File: config.mk
export PLATFORM = sky130hd
export DESIGN_NAME = sps_supervisor
export DESIGN_NICKNAME = d
export VERILOG_FILES = /design/src/rtl/sps_pkg.sv /design/src/rtl/sps_supervisor.sv
export SDC_FILE = /design/constraint.sdc
export NUM_CORES = 1
export LEC_CHECK = 0
export BUFFER_PORTS_ARGS = -buffer_cell sky130_fd_sc_hd__buf_2
export CORE_MARGIN = 2
export CORE_UTILIZATION = 60
export DETAILED_ROUTE_END_ITERATION = 6
export GPL_ROUTABILITY_DRIVEN = 0
export PLACE_DENSITY_LB_ADDON = 0.25
export SYNTH_ARGS = -nofsm -noshare
export SYNTH_HDL_FRONTEND = slang
export SYNTH_SLANG_ARGS = --single-unit
File: constraint.sdc
create_clock -name mclk -period 5.7 [get_ports mclk]
set_input_delay 0.57 -clock mclk [delete_from_list [all_inputs] [get_ports mclk]]
set_output_delay 0.57 -clock mclk [all_outputs]
set_load 0.05 [all_outputs]
File: src/rtl/sps_pkg.sv
package sps_pkg;

  // Register byte offsets
  localparam logic [4:0] ADDR_CONFIG    = 5'h00;
  localparam logic [4:0] ADDR_COMMAND   = 5'h04;
  localparam logic [4:0] ADDR_CLOSE_TRV = 5'h08;
  localparam logic [4:0] ADDR_OPEN_TRV  = 5'h0c;
  localparam logic [4:0] ADDR_SETTLE    = 5'h10;
  localparam logic [4:0] ADDR_STATUS    = 5'h14;
  localparam logic [4:0] ADDR_IRQ_STAT  = 5'h18;
  localparam logic [4:0] ADDR_IRQ_MASK  = 5'h1c;

  // Config fields
  localparam int CFG_USE_CLOSED = 0;
  localparam int CFG_USE_OPEN   = 1;
  localparam logic [1:0] CFG_RESET = 2'h3;

  // Command fields
  localparam int CMD_CLOSE = 0;
  localparam int CMD_OPEN  = 1;

  // Status fields
  localparam int ST_CODE_LO   = 0;
  localparam int ST_CLOSED    = 2;
  localparam int ST_OPEN      = 3;
  localparam int ST_TRANSIT   = 4;
  localparam int ST_FAULT     = 5;
  localparam int ST_SINGLE    = 6;
  localparam int ST_SUCCEEDED = 7;
  localparam int ST_CLOSE_DRV = 8;
  localparam int ST_OPEN_DRV  = 9;

  // Interrupt fields
  localparam int IRQ_SUCCESS = 0;
  localparam int IRQ_FAULT   = 1;
  localparam logic [1:0] IRQ_MASK_RESET = 2'h0;

  // Position codes
  localparam logic [1:0] CODE_TRANSIT = 2'h0;
  localparam logic [1:0] CODE_OPEN    = 2'h1;
  localparam logic [1:0] CODE_CLOSED  = 2'h2;
  localparam logic [1:0] CODE_FAULT   = 2'h3;

  // Default timer counts in clock cycles
  localparam int CLOSE_TRV_RESET = 1000;
  localparam int OPEN_TRV_RESET  = 1000;
  localparam int SETTLE_RESET    = 0;

  typedef struct packed {
    logic atClosed;
    logic atOpen;
    logic inTransit;
    logic posFault;
  } sps_pos_s;

  typedef struct packed {
    logic useOpen;
    logic useClosed;
  } sps_cfg_s;

  typedef enum logic [2:0] {
    S_IDLE,
    S_MOVE_CLOSE,
    S_MOVE_OPEN,
    S_FAIL,
    S_SETTLE
  } sps_state_e;

endpackage

File: src/rtl/sps_supervisor.sv
// Local design decisions: strobed register access and the placing of the registers.
`timescale 1ns/1ps
module sps_supervisor #(
  parameter int TW = 16
) (
  // Clock and reset
  input  wire logic        mclk,
  input  wire logic        rst_b,
  // Register port
  input  wire logic [4:0]  regAddr,
  input  wire logic [31:0] regWdata,
  input  wire logic        regWr,
  input  wire logic        regRd,
  output logic      [31:0] regRdata,
  // Auxiliary contacts
  input  wire logic        closedAux,
  input  wire logic        openAux,
  // Command relays
  output logic             closeDrive,
  output logic             openDrive,
  // Position
  output logic             atClosed,
  output logic             atOpen,
  output logic             inTransit,
  output logic             posFault,
  output logic      [1:0]  posCode,
  output logic             singleContactFlag,
  output logic             commandSucceeded,
  // Interrupt
  output logic             irq
);

  if (TW < 2 || TW > 32) begin : gBadWidth
    $error("TW must be 2..32");
  end

  // Reset release
  logic [1:0] rstSync_ff;
  logic       rstN;

  always_ff @(posedge mclk or negedge rst_b) begin
    if (!rst_b) begin
      rstSync_ff <= 2'h0;
    end else begin
      rstSync_ff <= {rstSync_ff[0], 1'b1};
    end
  end
  assign rstN = rstSync_ff[1];

  // Contact synchronisers
  logic [2:0] syncC_ff, syncO_ff;
  logic       cStable_ff, oStable_ff, cPrev_ff, oPrev_ff;
  logic       nxt_cStable, nxt_oStable;

  always_comb begin
    nxt_cStable = cStable_ff;
    nxt_oStable = oStable_ff;
    if (syncC_ff[1] == syncC_ff[2]) begin
      nxt_cStable = syncC_ff[2];
    end
    if (syncO_ff[1] == syncO_ff[2]) begin
      nxt_oStable = syncO_ff[2];
    end
  end

  always_ff @(posedge mclk or negedge rstN) begin
    if (!rstN) begin
      syncC_ff   <= 3'h0;
      syncO_ff   <= 3'h0;
      cStable_ff <= 1'b0;
      oStable_ff <= 1'b0;
      cPrev_ff   <= 1'b0;
      oPrev_ff   <= 1'b0;
    end else begin
      syncC_ff   <= {syncC_ff[1:0], closedAux};
      syncO_ff   <= {syncO_ff[1:0], openAux};
      cStable_ff <= nxt_cStable;
      oStable_ff <= nxt_oStable;
      cPrev_ff   <= cStable_ff;
      oPrev_ff   <= oStable_ff;
    end
  end

  // Register file
  sps_pkg::sps_cfg_s cfg_ff, nxt_cfg;
  logic [TW-1:0]     closeTrv_ff, openTrv_ff, settle_ff;
  logic [TW-1:0]     nxt_closeTrv, nxt_openTrv, nxt_settle;
  logic [1:0]        irqStat_ff, irqMask_ff, nxt_irqStat, nxt_irqMask;
  logic [31:0]       nxt_rdata, statusWord;
  logic              nxt_irq, cmdClose, cmdOpen, evSuccess, evFault;

  assign cmdOpen  = regWr && regAddr == sps_pkg::ADDR_COMMAND && regWdata[sps_pkg::CMD_OPEN];
  assign cmdClose = regWr && regAddr == sps_pkg::ADDR_COMMAND && regWdata[sps_pkg::CMD_CLOSE]
                    && !regWdata[sps_pkg::CMD_OPEN];

  always_comb begin
    nxt_cfg      = cfg_ff;
    nxt_closeTrv = closeTrv_ff;
    nxt_openTrv  = openTrv_ff;
    nxt_settle   = settle_ff;
    nxt_irqMask  = irqMask_ff;
    nxt_irqStat  = irqStat_ff;
    if (regWr) begin
      unique case (regAddr)
        sps_pkg::ADDR_CONFIG:    nxt_cfg = regWdata[1:0];
        sps_pkg::ADDR_CLOSE_TRV: nxt_closeTrv = regWdata[TW-1:0];
        sps_pkg::ADDR_OPEN_TRV:  nxt_openTrv = regWdata[TW-1:0];
        sps_pkg::ADDR_SETTLE:    nxt_settle = regWdata[TW-1:0];
        sps_pkg::ADDR_IRQ_STAT:  nxt_irqStat = irqStat_ff & ~regWdata[1:0];
        sps_pkg::ADDR_IRQ_MASK:  nxt_irqMask = regWdata[1:0];
        default:                 ;
      endcase
    end
    // Set wins over clear
    nxt_irqStat[sps_pkg::IRQ_SUCCESS] = nxt_irqStat[sps_pkg::IRQ_SUCCESS] | evSuccess;
    nxt_irqStat[sps_pkg::IRQ_FAULT]   = nxt_irqStat[sps_pkg::IRQ_FAULT] | evFault;
    nxt_irq = |(nxt_irqStat & nxt_irqMask);
    nxt_rdata = 32'h0;
    if (regRd) begin
      unique case (regAddr)
        sps_pkg::ADDR_CONFIG:    nxt_rdata = {30'h0, cfg_ff};
        sps_pkg::ADDR_CLOSE_TRV: nxt_rdata = 32'(closeTrv_ff);
        sps_pkg::ADDR_OPEN_TRV:  nxt_rdata = 32'(openTrv_ff);
        sps_pkg::ADDR_SETTLE:    nxt_rdata = 32'(settle_ff);
        sps_pkg::ADDR_STATUS:    nxt_rdata = statusWord;
        sps_pkg::ADDR_IRQ_STAT:  nxt_rdata = {30'h0, irqStat_ff};
        sps_pkg::ADDR_IRQ_MASK:  nxt_rdata = {30'h0, irqMask_ff};
        default:                 nxt_rdata = 32'h0;
      endcase
    end
  end

  always_ff @(posedge mclk or negedge rstN) begin
    if (!rstN) begin
      cfg_ff      <= sps_pkg::CFG_RESET;
      closeTrv_ff <= TW'(sps_pkg::CLOSE_TRV_RESET);
      openTrv_ff  <= TW'(sps_pkg::OPEN_TRV_RESET);
      settle_ff   <= TW'(sps_pkg::SETTLE_RESET);
      irqStat_ff  <= 2'h0;
      irqMask_ff  <= sps_pkg::IRQ_MASK_RESET;
      regRdata    <= 32'h0;
      irq         <= 1'b0;
    end else begin
      cfg_ff      <= nxt_cfg;
      closeTrv_ff <= nxt_closeTrv;
      openTrv_ff  <= nxt_openTrv;
      settle_ff   <= nxt_settle;
      irqStat_ff  <= nxt_irqStat;
      irqMask_ff  <= nxt_irqMask;
      regRdata    <= nxt_rdata;
      irq         <= nxt_irq;
    end
  end

  // Configuration decode
  logic bothCfg, closedOnly, openOnly, singleCfg;

  assign bothCfg    = cfg_ff.useClosed && cfg_ff.useOpen;
  assign closedOnly = cfg_ff.useClosed && !cfg_ff.useOpen;
  assign openOnly   = !cfg_ff.useClosed && cfg_ff.useOpen;
  assign singleCfg  = closedOnly || openOnly;

  function automatic logic [TW-1:0] atLeastOne(input logic [TW-1:0] v);
    atLeastOne = (v == '0) ? TW'(1) : v;
  endfunction

  // Travel sequencer
  sps_pkg::sps_state_e state_ff, nxt_state;
  logic [TW-1:0]       cnt_ff, nxt_cnt;
  logic                toClosed_ff, nxt_toClosed, supervised_ff, nxt_supervised;
  logic                travelFail_ff, nxt_travelFail, assumeEnd_ff, nxt_assumeEnd;
  logic                succeeded_ff, nxt_succeeded;
  logic                reachedClosed, reachedOpen, contactChange;

  assign contactChange = (cStable_ff != cPrev_ff) || (oStable_ff != oPrev_ff);

  always_comb begin
    reachedClosed = 1'b0;
    reachedOpen   = 1'b0;
    if (bothCfg) begin
      reachedClosed = cStable_ff && !oStable_ff;
      reachedOpen   = !cStable_ff && oStable_ff;
    end else if (closedOnly) begin
      reachedClosed = cStable_ff;
      reachedOpen   = !cStable_ff;
    end else if (openOnly) begin
      reachedClosed = !oStable_ff;
      reachedOpen   = oStable_ff;
    end
  end

  always_comb begin
    nxt_state      = state_ff;
    nxt_cnt        = cnt_ff;
    nxt_toClosed   = toClosed_ff;
    nxt_supervised = supervised_ff;
    nxt_travelFail = travelFail_ff;
    nxt_assumeEnd  = assumeEnd_ff && !contactChange;
    nxt_succeeded  = succeeded_ff;
    evSuccess      = 1'b0;
    evFault        = 1'b0;
    if (cmdOpen || cmdClose) begin
      nxt_state      = cmdOpen ? sps_pkg::S_MOVE_OPEN : sps_pkg::S_MOVE_CLOSE;
      nxt_cnt        = atLeastOne(cmdOpen ? openTrv_ff : closeTrv_ff);
      nxt_toClosed   = cmdClose;
      nxt_supervised = bothCfg || (cmdClose && closedOnly) || (cmdOpen && openOnly);
      nxt_travelFail = 1'b0;
      nxt_assumeEnd  = 1'b0;
      nxt_succeeded  = 1'b0;
    end else begin
      unique case (state_ff)
        sps_pkg::S_IDLE: begin
        end
        sps_pkg::S_MOVE_CLOSE, sps_pkg::S_MOVE_OPEN: begin
          if (toClosed_ff ? reachedClosed : reachedOpen) begin
            nxt_state = sps_pkg::S_IDLE;
            if (supervised_ff) begin
              nxt_succeeded = 1'b1;
              evSuccess     = 1'b1;
            end
          end else if (cnt_ff <= TW'(1)) begin
            nxt_state = sps_pkg::S_IDLE;
            if (supervised_ff) begin
              nxt_travelFail = 1'b1;
              evFault        = 1'b1;
              if (singleCfg && settle_ff != '0) begin
                nxt_state = sps_pkg::S_FAIL;
              end
            end
          end else begin
            nxt_cnt = cnt_ff - TW'(1);
          end
        end
        sps_pkg::S_FAIL: begin
          nxt_state = sps_pkg::S_SETTLE;
          nxt_cnt   = settle_ff;
        end
        sps_pkg::S_SETTLE: begin
          if (cnt_ff <= TW'(1)) begin
            nxt_state      = sps_pkg::S_IDLE;
            nxt_travelFail = 1'b0;
            nxt_assumeEnd  = 1'b1;
          end else begin
            nxt_cnt = cnt_ff - TW'(1);
          end
        end
        default: begin
          nxt_state = sps_pkg::S_IDLE;
        end
      endcase
    end
  end

  always_ff @(posedge mclk or negedge rstN) begin
    if (!rstN) begin
      state_ff      <= sps_pkg::S_IDLE;
      cnt_ff        <= '0;
      toClosed_ff   <= 1'b0;
      supervised_ff <= 1'b0;
      travelFail_ff <= 1'b0;
      assumeEnd_ff  <= 1'b0;
      succeeded_ff  <= 1'b0;
    end else begin
      state_ff      <= nxt_state;
      cnt_ff        <= nxt_cnt;
      toClosed_ff   <= nxt_toClosed;
      supervised_ff <= nxt_supervised;
      travelFail_ff <= nxt_travelFail;
      assumeEnd_ff  <= nxt_assumeEnd;
      succeeded_ff  <= nxt_succeeded;
    end
  end

  // Position evaluation
  sps_pkg::sps_pos_s pos;
  sps_pkg::sps_pos_s nxt_pos;
  logic [1:0]        nxt_code;
  logic              moving;

  assign moving = state_ff == sps_pkg::S_MOVE_CLOSE || state_ff == sps_pkg::S_MOVE_OPEN;

  function automatic logic [1:0] codeOf(input sps_pkg::sps_pos_s p);
    if (p.atClosed) codeOf = sps_pkg::CODE_CLOSED;
    else if (p.atOpen) codeOf = sps_pkg::CODE_OPEN;
    else if (p.posFault) codeOf = sps_pkg::CODE_FAULT;
    else codeOf = sps_pkg::CODE_TRANSIT;
  endfunction

  always_comb begin
    nxt_pos = '0;
    if (!cfg_ff.useClosed && !cfg_ff.useOpen) begin
      nxt_pos.posFault = 1'b1;
    end else if ((moving && supervised_ff) || state_ff == sps_pkg::S_SETTLE) begin
      nxt_pos.inTransit = 1'b1;
    end else if (state_ff == sps_pkg::S_FAIL || travelFail_ff) begin
      nxt_pos.posFault = 1'b1;
    end else if (assumeEnd_ff) begin
      nxt_pos.atClosed = toClosed_ff;
      nxt_pos.atOpen   = !toClosed_ff;
    end else if (bothCfg) begin
      nxt_pos.atClosed = cStable_ff && !oStable_ff;
      nxt_pos.atOpen   = !cStable_ff && oStable_ff;
      nxt_pos.posFault = cStable_ff == oStable_ff;
    end else if (closedOnly) begin
      nxt_pos.atClosed = cStable_ff;
      nxt_pos.atOpen   = !cStable_ff;
    end else begin
      nxt_pos.atOpen   = oStable_ff;
      nxt_pos.atClosed = !oStable_ff;
    end
    nxt_code = codeOf(nxt_pos);
  end

  assign pos = '{atClosed, atOpen, inTransit, posFault};

  always_ff @(posedge mclk or negedge rstN) begin
    if (!rstN) begin
      atClosed          <= 1'b0;
      atOpen            <= 1'b0;
      inTransit         <= 1'b1;
      posFault          <= 1'b0;
      posCode           <= sps_pkg::CODE_TRANSIT;
      singleContactFlag <= 1'b0;
      commandSucceeded  <= 1'b0;
      closeDrive        <= 1'b0;
      openDrive         <= 1'b0;
    end else begin
      atClosed          <= nxt_pos.atClosed;
      atOpen            <= nxt_pos.atOpen;
      inTransit         <= nxt_pos.inTransit;
      posFault          <= nxt_pos.posFault;
      posCode           <= nxt_code;
      singleContactFlag <= singleCfg;
      commandSucceeded  <= succeeded_ff;
      closeDrive        <= nxt_state == sps_pkg::S_MOVE_CLOSE;
      openDrive         <= nxt_state == sps_pkg::S_MOVE_OPEN;
    end
  end

  assign statusWord = {22'h0, openDrive, closeDrive, commandSucceeded, singleContactFlag,
                       pos.posFault, pos.inTransit, pos.atOpen, pos.atClosed, posCode};

endmodule

==> impl_metrics.yaml <==
finish:
  area_growth_pct: 14.8
  most-common-layout-cells: "sky130_fd_sc_hd__dfrtp_1 (101), sky130_fd_sc_hd__mux2_2 (55), sky130_fd_sc_hd__buf_2 (53), sky130_fd_sc_hd__nand2_1 (34), sky130_fd_sc_hd__nor2_1 (29)"
  num-fill-cells: 708
  insertedDiodeCount: 0
  multiInputGateArea_um2: 2820
  final_layout_size_suffix_gt1_share_pct: 31.3
  final_net_count: 635
  seq_area_um2: 2950
  final_common_cell: "sky130_fd_sc_hd__dfrtp_1"
global_route:
  grt_first_pass_wirelength_um: 23900
  maximum_number_of_pins_on_one_net_before_global_route_repair: 75
  antenna_found_initial: 0
  first_global_vias: 4438
  grt_util_all_layers_pct: 28.3
  gr-total-overflow: 0
logic_synthesis:
  postSynth.topFlopCell: "sky130_fd_sc_hd__dfrtp_1"
  synth-seq-area-share_pct: 49.0
  postSynthRegisterBits: 117
  synthesized_cell_area_um2: 6010
  synth_enable_flop_cells: 0
  postSynthAreaPerCell_um2: 11.3
  number_of_instances_in_the_synthesized_netlist: 532
  synth.lib_cells_used.distinct: 68
  yosys_warnings: 0
  async_flop_share_pct: 100
run:
  drv_cap: 0
timing:
  timing.setup.tns_ps: 0
  fin_crit_ps: 2720
  skew_ps: 11.1
  worstMarginPinSlew_ps: 1220
  final.period_utilization_pct: 47.7
  hold_viol_final: 0
  rsz0062_at_grt: "no"
  setup_viol: 0
  final_max_slew_violation_count: 0
  max-slew-margin-rel_pct: 18.3
  fmaxAchievable_ghz: 0.368
  fin_hold_ws_ps: 160
clock_tree:
  clkSinkCount: 117
  htree_levels: 4
  post_cts.repair.setup_buffers: 0
  clock_insertion_delay_worst_skew_ps: 520
  number_of_clock_buffers_inserted_by_tritoncts: 17
  clockRootBuffer: "sky130_fd_sc_hd__clkbuf_8"
  clk_pin_slew_worst_setup_hold_paths_ps: 60
  cts_tree: "done"
  cts-root-to-sink-buffers: 2
  cts-hold-fix-buffers: 1
  cts.repair.resized: 0
setup_path:
  crit_path_max_fanout: 34
  cp-start-kind: "flop"
  data_required_time_of_the_worst_path_ps: 6100
  critical_path.slowest_cell: "sky130_fd_sc_hd__nand3_1"
  worst-path-buf-inv: 1
  worstRegToRegCells: 4
  worstReg2RegEnd: "cnt_ff[0]"
  timing.rr.start: "state_ff[2]"
  crit_path_dat_ps: 3120
  critPathMaxStageDelay_ps: 860
  reg2reg_slack_ps: 2980
  cpLargestDelayFamily: "simple AND/OR/NAND/NOR gates"
  worstSetupPathType: "reg -> reg"
  timing.critical_path.cells: "inv_1, nand3_1, nand3_2, mux2_2"
  worstSetupEndpointType: "flop"
die:
  io_pins: 86
  die_x_um: 104
  die_area_um2: 10800
  die_h_um: 104
  floorplan.core_area_um2: 9730
  fp_rows: 36
  starting_density_pct: 61.8
placed_design:
  hpwlAfterDp_um: 9940
  numPortBuffers: 53
routing:
  detailroute.wirelength.met2_um: 7040
  detailroute.wirelength.met3_um: 1040
  met1_routed_length_um: 6240
  routed_wirelength_um: 14600
  initialDrtViolationCount: 496
  antenna_violating_nets_post_route: 0
  routed_via_density: 6.14
  post_drt_wl_per_cell_um: 20.0
  detail_route.drc_violations: 0
  top_signal_layer_used: "met4"
  vias: 4481
  drt-pass1-iter-count: 5
worst_hold_path:
  holdCritStartpoint: "closedAux"
  hold-path-cell-count: 1
  hold_path_class: "in -> reg"
  worst_hold_path_endpoint: "syncC_ff[0]"
power_and_ir_drop:
  totalPowerFinal_mw: 3.02
  p_leak_nw: 3.08
  cellPowerDensity_nw_per_um2: 438
  peak_supply_drop_mv: 0.318
run_status:
  run_status: "finished, final reports clean"
## per-layer routing
layer	track usage (%)	up-vias
met4	10.6	0
met1	38.9	2216
met5	0	-
met3	6.08	31
met2	44.6	197
li1	-	2037
## Yosys cell counts, types with 2 or more instances
library cell	count	area, µm²
sky130_fd_sc_hd__mux2_2	55	619
sky130_fd_sc_hd__buf_2	7	35.0
sky130_fd_sc_hd__or2_2	2	12.5
sky130_fd_sc_hd__ha_1	8	100
sky130_fd_sc_hd__o22a_1	4	35.0
sky130_fd_sc_hd__o211ai_1	6	45.0
sky130_fd_sc_hd__xnor2_1	8	70.1
sky130_fd_sc_hd__dfstp_2	15	394
sky130_fd_sc_hd__o21ai_0	21	105
sky130_fd_sc_hd__nand4_1	7	43.8
sky130_fd_sc_hd__nand2_1	34	128
sky130_fd_sc_hd__a22oi_1	27	203
sky130_fd_sc_hd__a22o_1	4	35.0
sky130_fd_sc_hd__clkbuf_1	12	45.0
sky130_fd_sc_hd__nor3b_2	2	25.0
sky130_fd_sc_hd__or3_1	5	31.3
sky130_fd_sc_hd__nor3_1	6	30.0
sky130_fd_sc_hd__and3_1	4	25.0
sky130_fd_sc_hd__and4_1	2	17.5
sky130_fd_sc_hd__mux2_4	9	135
sky130_fd_sc_hd__xor2_1	5	43.8
sky130_fd_sc_hd__inv_1	16	60.1
sky130_fd_sc_hd__o22ai_1	6	37.5
sky130_fd_sc_hd__buf_6	2	22.5
sky130_fd_sc_hd__conb_1	2	7.51
sky130_fd_sc_hd__and2_1	2	12.5
sky130_fd_sc_hd__nor4_1	17	106
sky130_fd_sc_hd__a31oi_1	7	43.8
sky130_fd_sc_hd__nor2_1	29	109
sky130_fd_sc_hd__buf_4	18	135
sky130_fd_sc_hd__a21oi_1	28	140
sky130_fd_sc_hd__mux2i_1	15	150
sky130_fd_sc_hd__nor2b_1	2	12.5
sky130_fd_sc_hd__maj3_1	3	30.0
sky130_fd_sc_hd__dfrtp_1	102	2550
sky130_fd_sc_hd__o21bai_1	2	15.0
sky130_fd_sc_hd__nand3_1	7	35.0
## through the flow
step	util, %	cells	cell area [µm²]	setup WS [ps]
after floorplan	-	547	6060	2230
after global placement	64.7	697	6300	2630
after detailed placement	64.7	697	6300	2560
after CTS	70.9	730	6900	3060
after global routing	70.9	730	6900	2780
final	70.9	730	6900	2980
## report_power, final
| part | internal (mW) | switching, mW | total (mW) |
|---|---|---|---|
| Sequential | 1.01 | 0.196 | 1.20 |
| Combinational | 0.330 | 0.423 | 0.753 |
| Clock | 0.670 | 0.396 | 1.07 |
## cell families (layout without fill, tap and decap cells)
| logic type | after synthesis | count (layout) | share of synthesized area, % |
|---|---|---|---|
| DFF | 117 | 117 | 49.0 |
| xor gates and xnor gates | 13 | 13 | 1.90 |
| AOI/OAI and AO/OA | 121 | 121 | 14.1 |
| muxes | 79 | 79 | 15.1 |
| adders and majority gates | 11 | 11 | 2.17 |
| other | 2 | 17 | 0.125 |
| and+or+nand+nor | 132 | 132 | 12.6 |
| buffers and inverters | 57 | 107 | 5.10 |
## sequential cells by signal, summed over array words and instances (netlist names), 2 cells and up
register     flops
state_ff         3
syncO_ff         3
settle_ff       16
cnt_ff          16
posCode          2
rstSync_ff       2
openTrv_ff      16
syncC_ff         3
irqStat_ff       2
irqMask_ff       2
closeTrv_ff     16
regRdata        16
cfg_ff           2
## worst max-delay path by stage
| stage | start | endpoint | depth (start not counted) |
|---|---|---|---|
| after floorplan | rstSync_ff[1] | assumeEnd_ff | 0 |
| after global placement | regAddr[2] | cnt_ff[0] | 7 |
| after detailed placement | regAddr[2] | cnt_ff[0] | 7 |
| after CTS | cfg_ff[0] | cnt_ff[0] | 7 |
| after global routing | state_ff[2] | cnt_ff[0] | 4 |
| final | state_ff[2] | cnt_ff[0] | 4 |
## cell type report
cell class	count	area share [%]
flip-flops and latches	117	42.8
multi-input cells	373	40.8
clock buffers	18	6.06
repair buffers	59	4.53
clock inverters	14	2.54
well taps	133	2.41
inverters	16	0.870
Power figures use the tool's default switching activity.
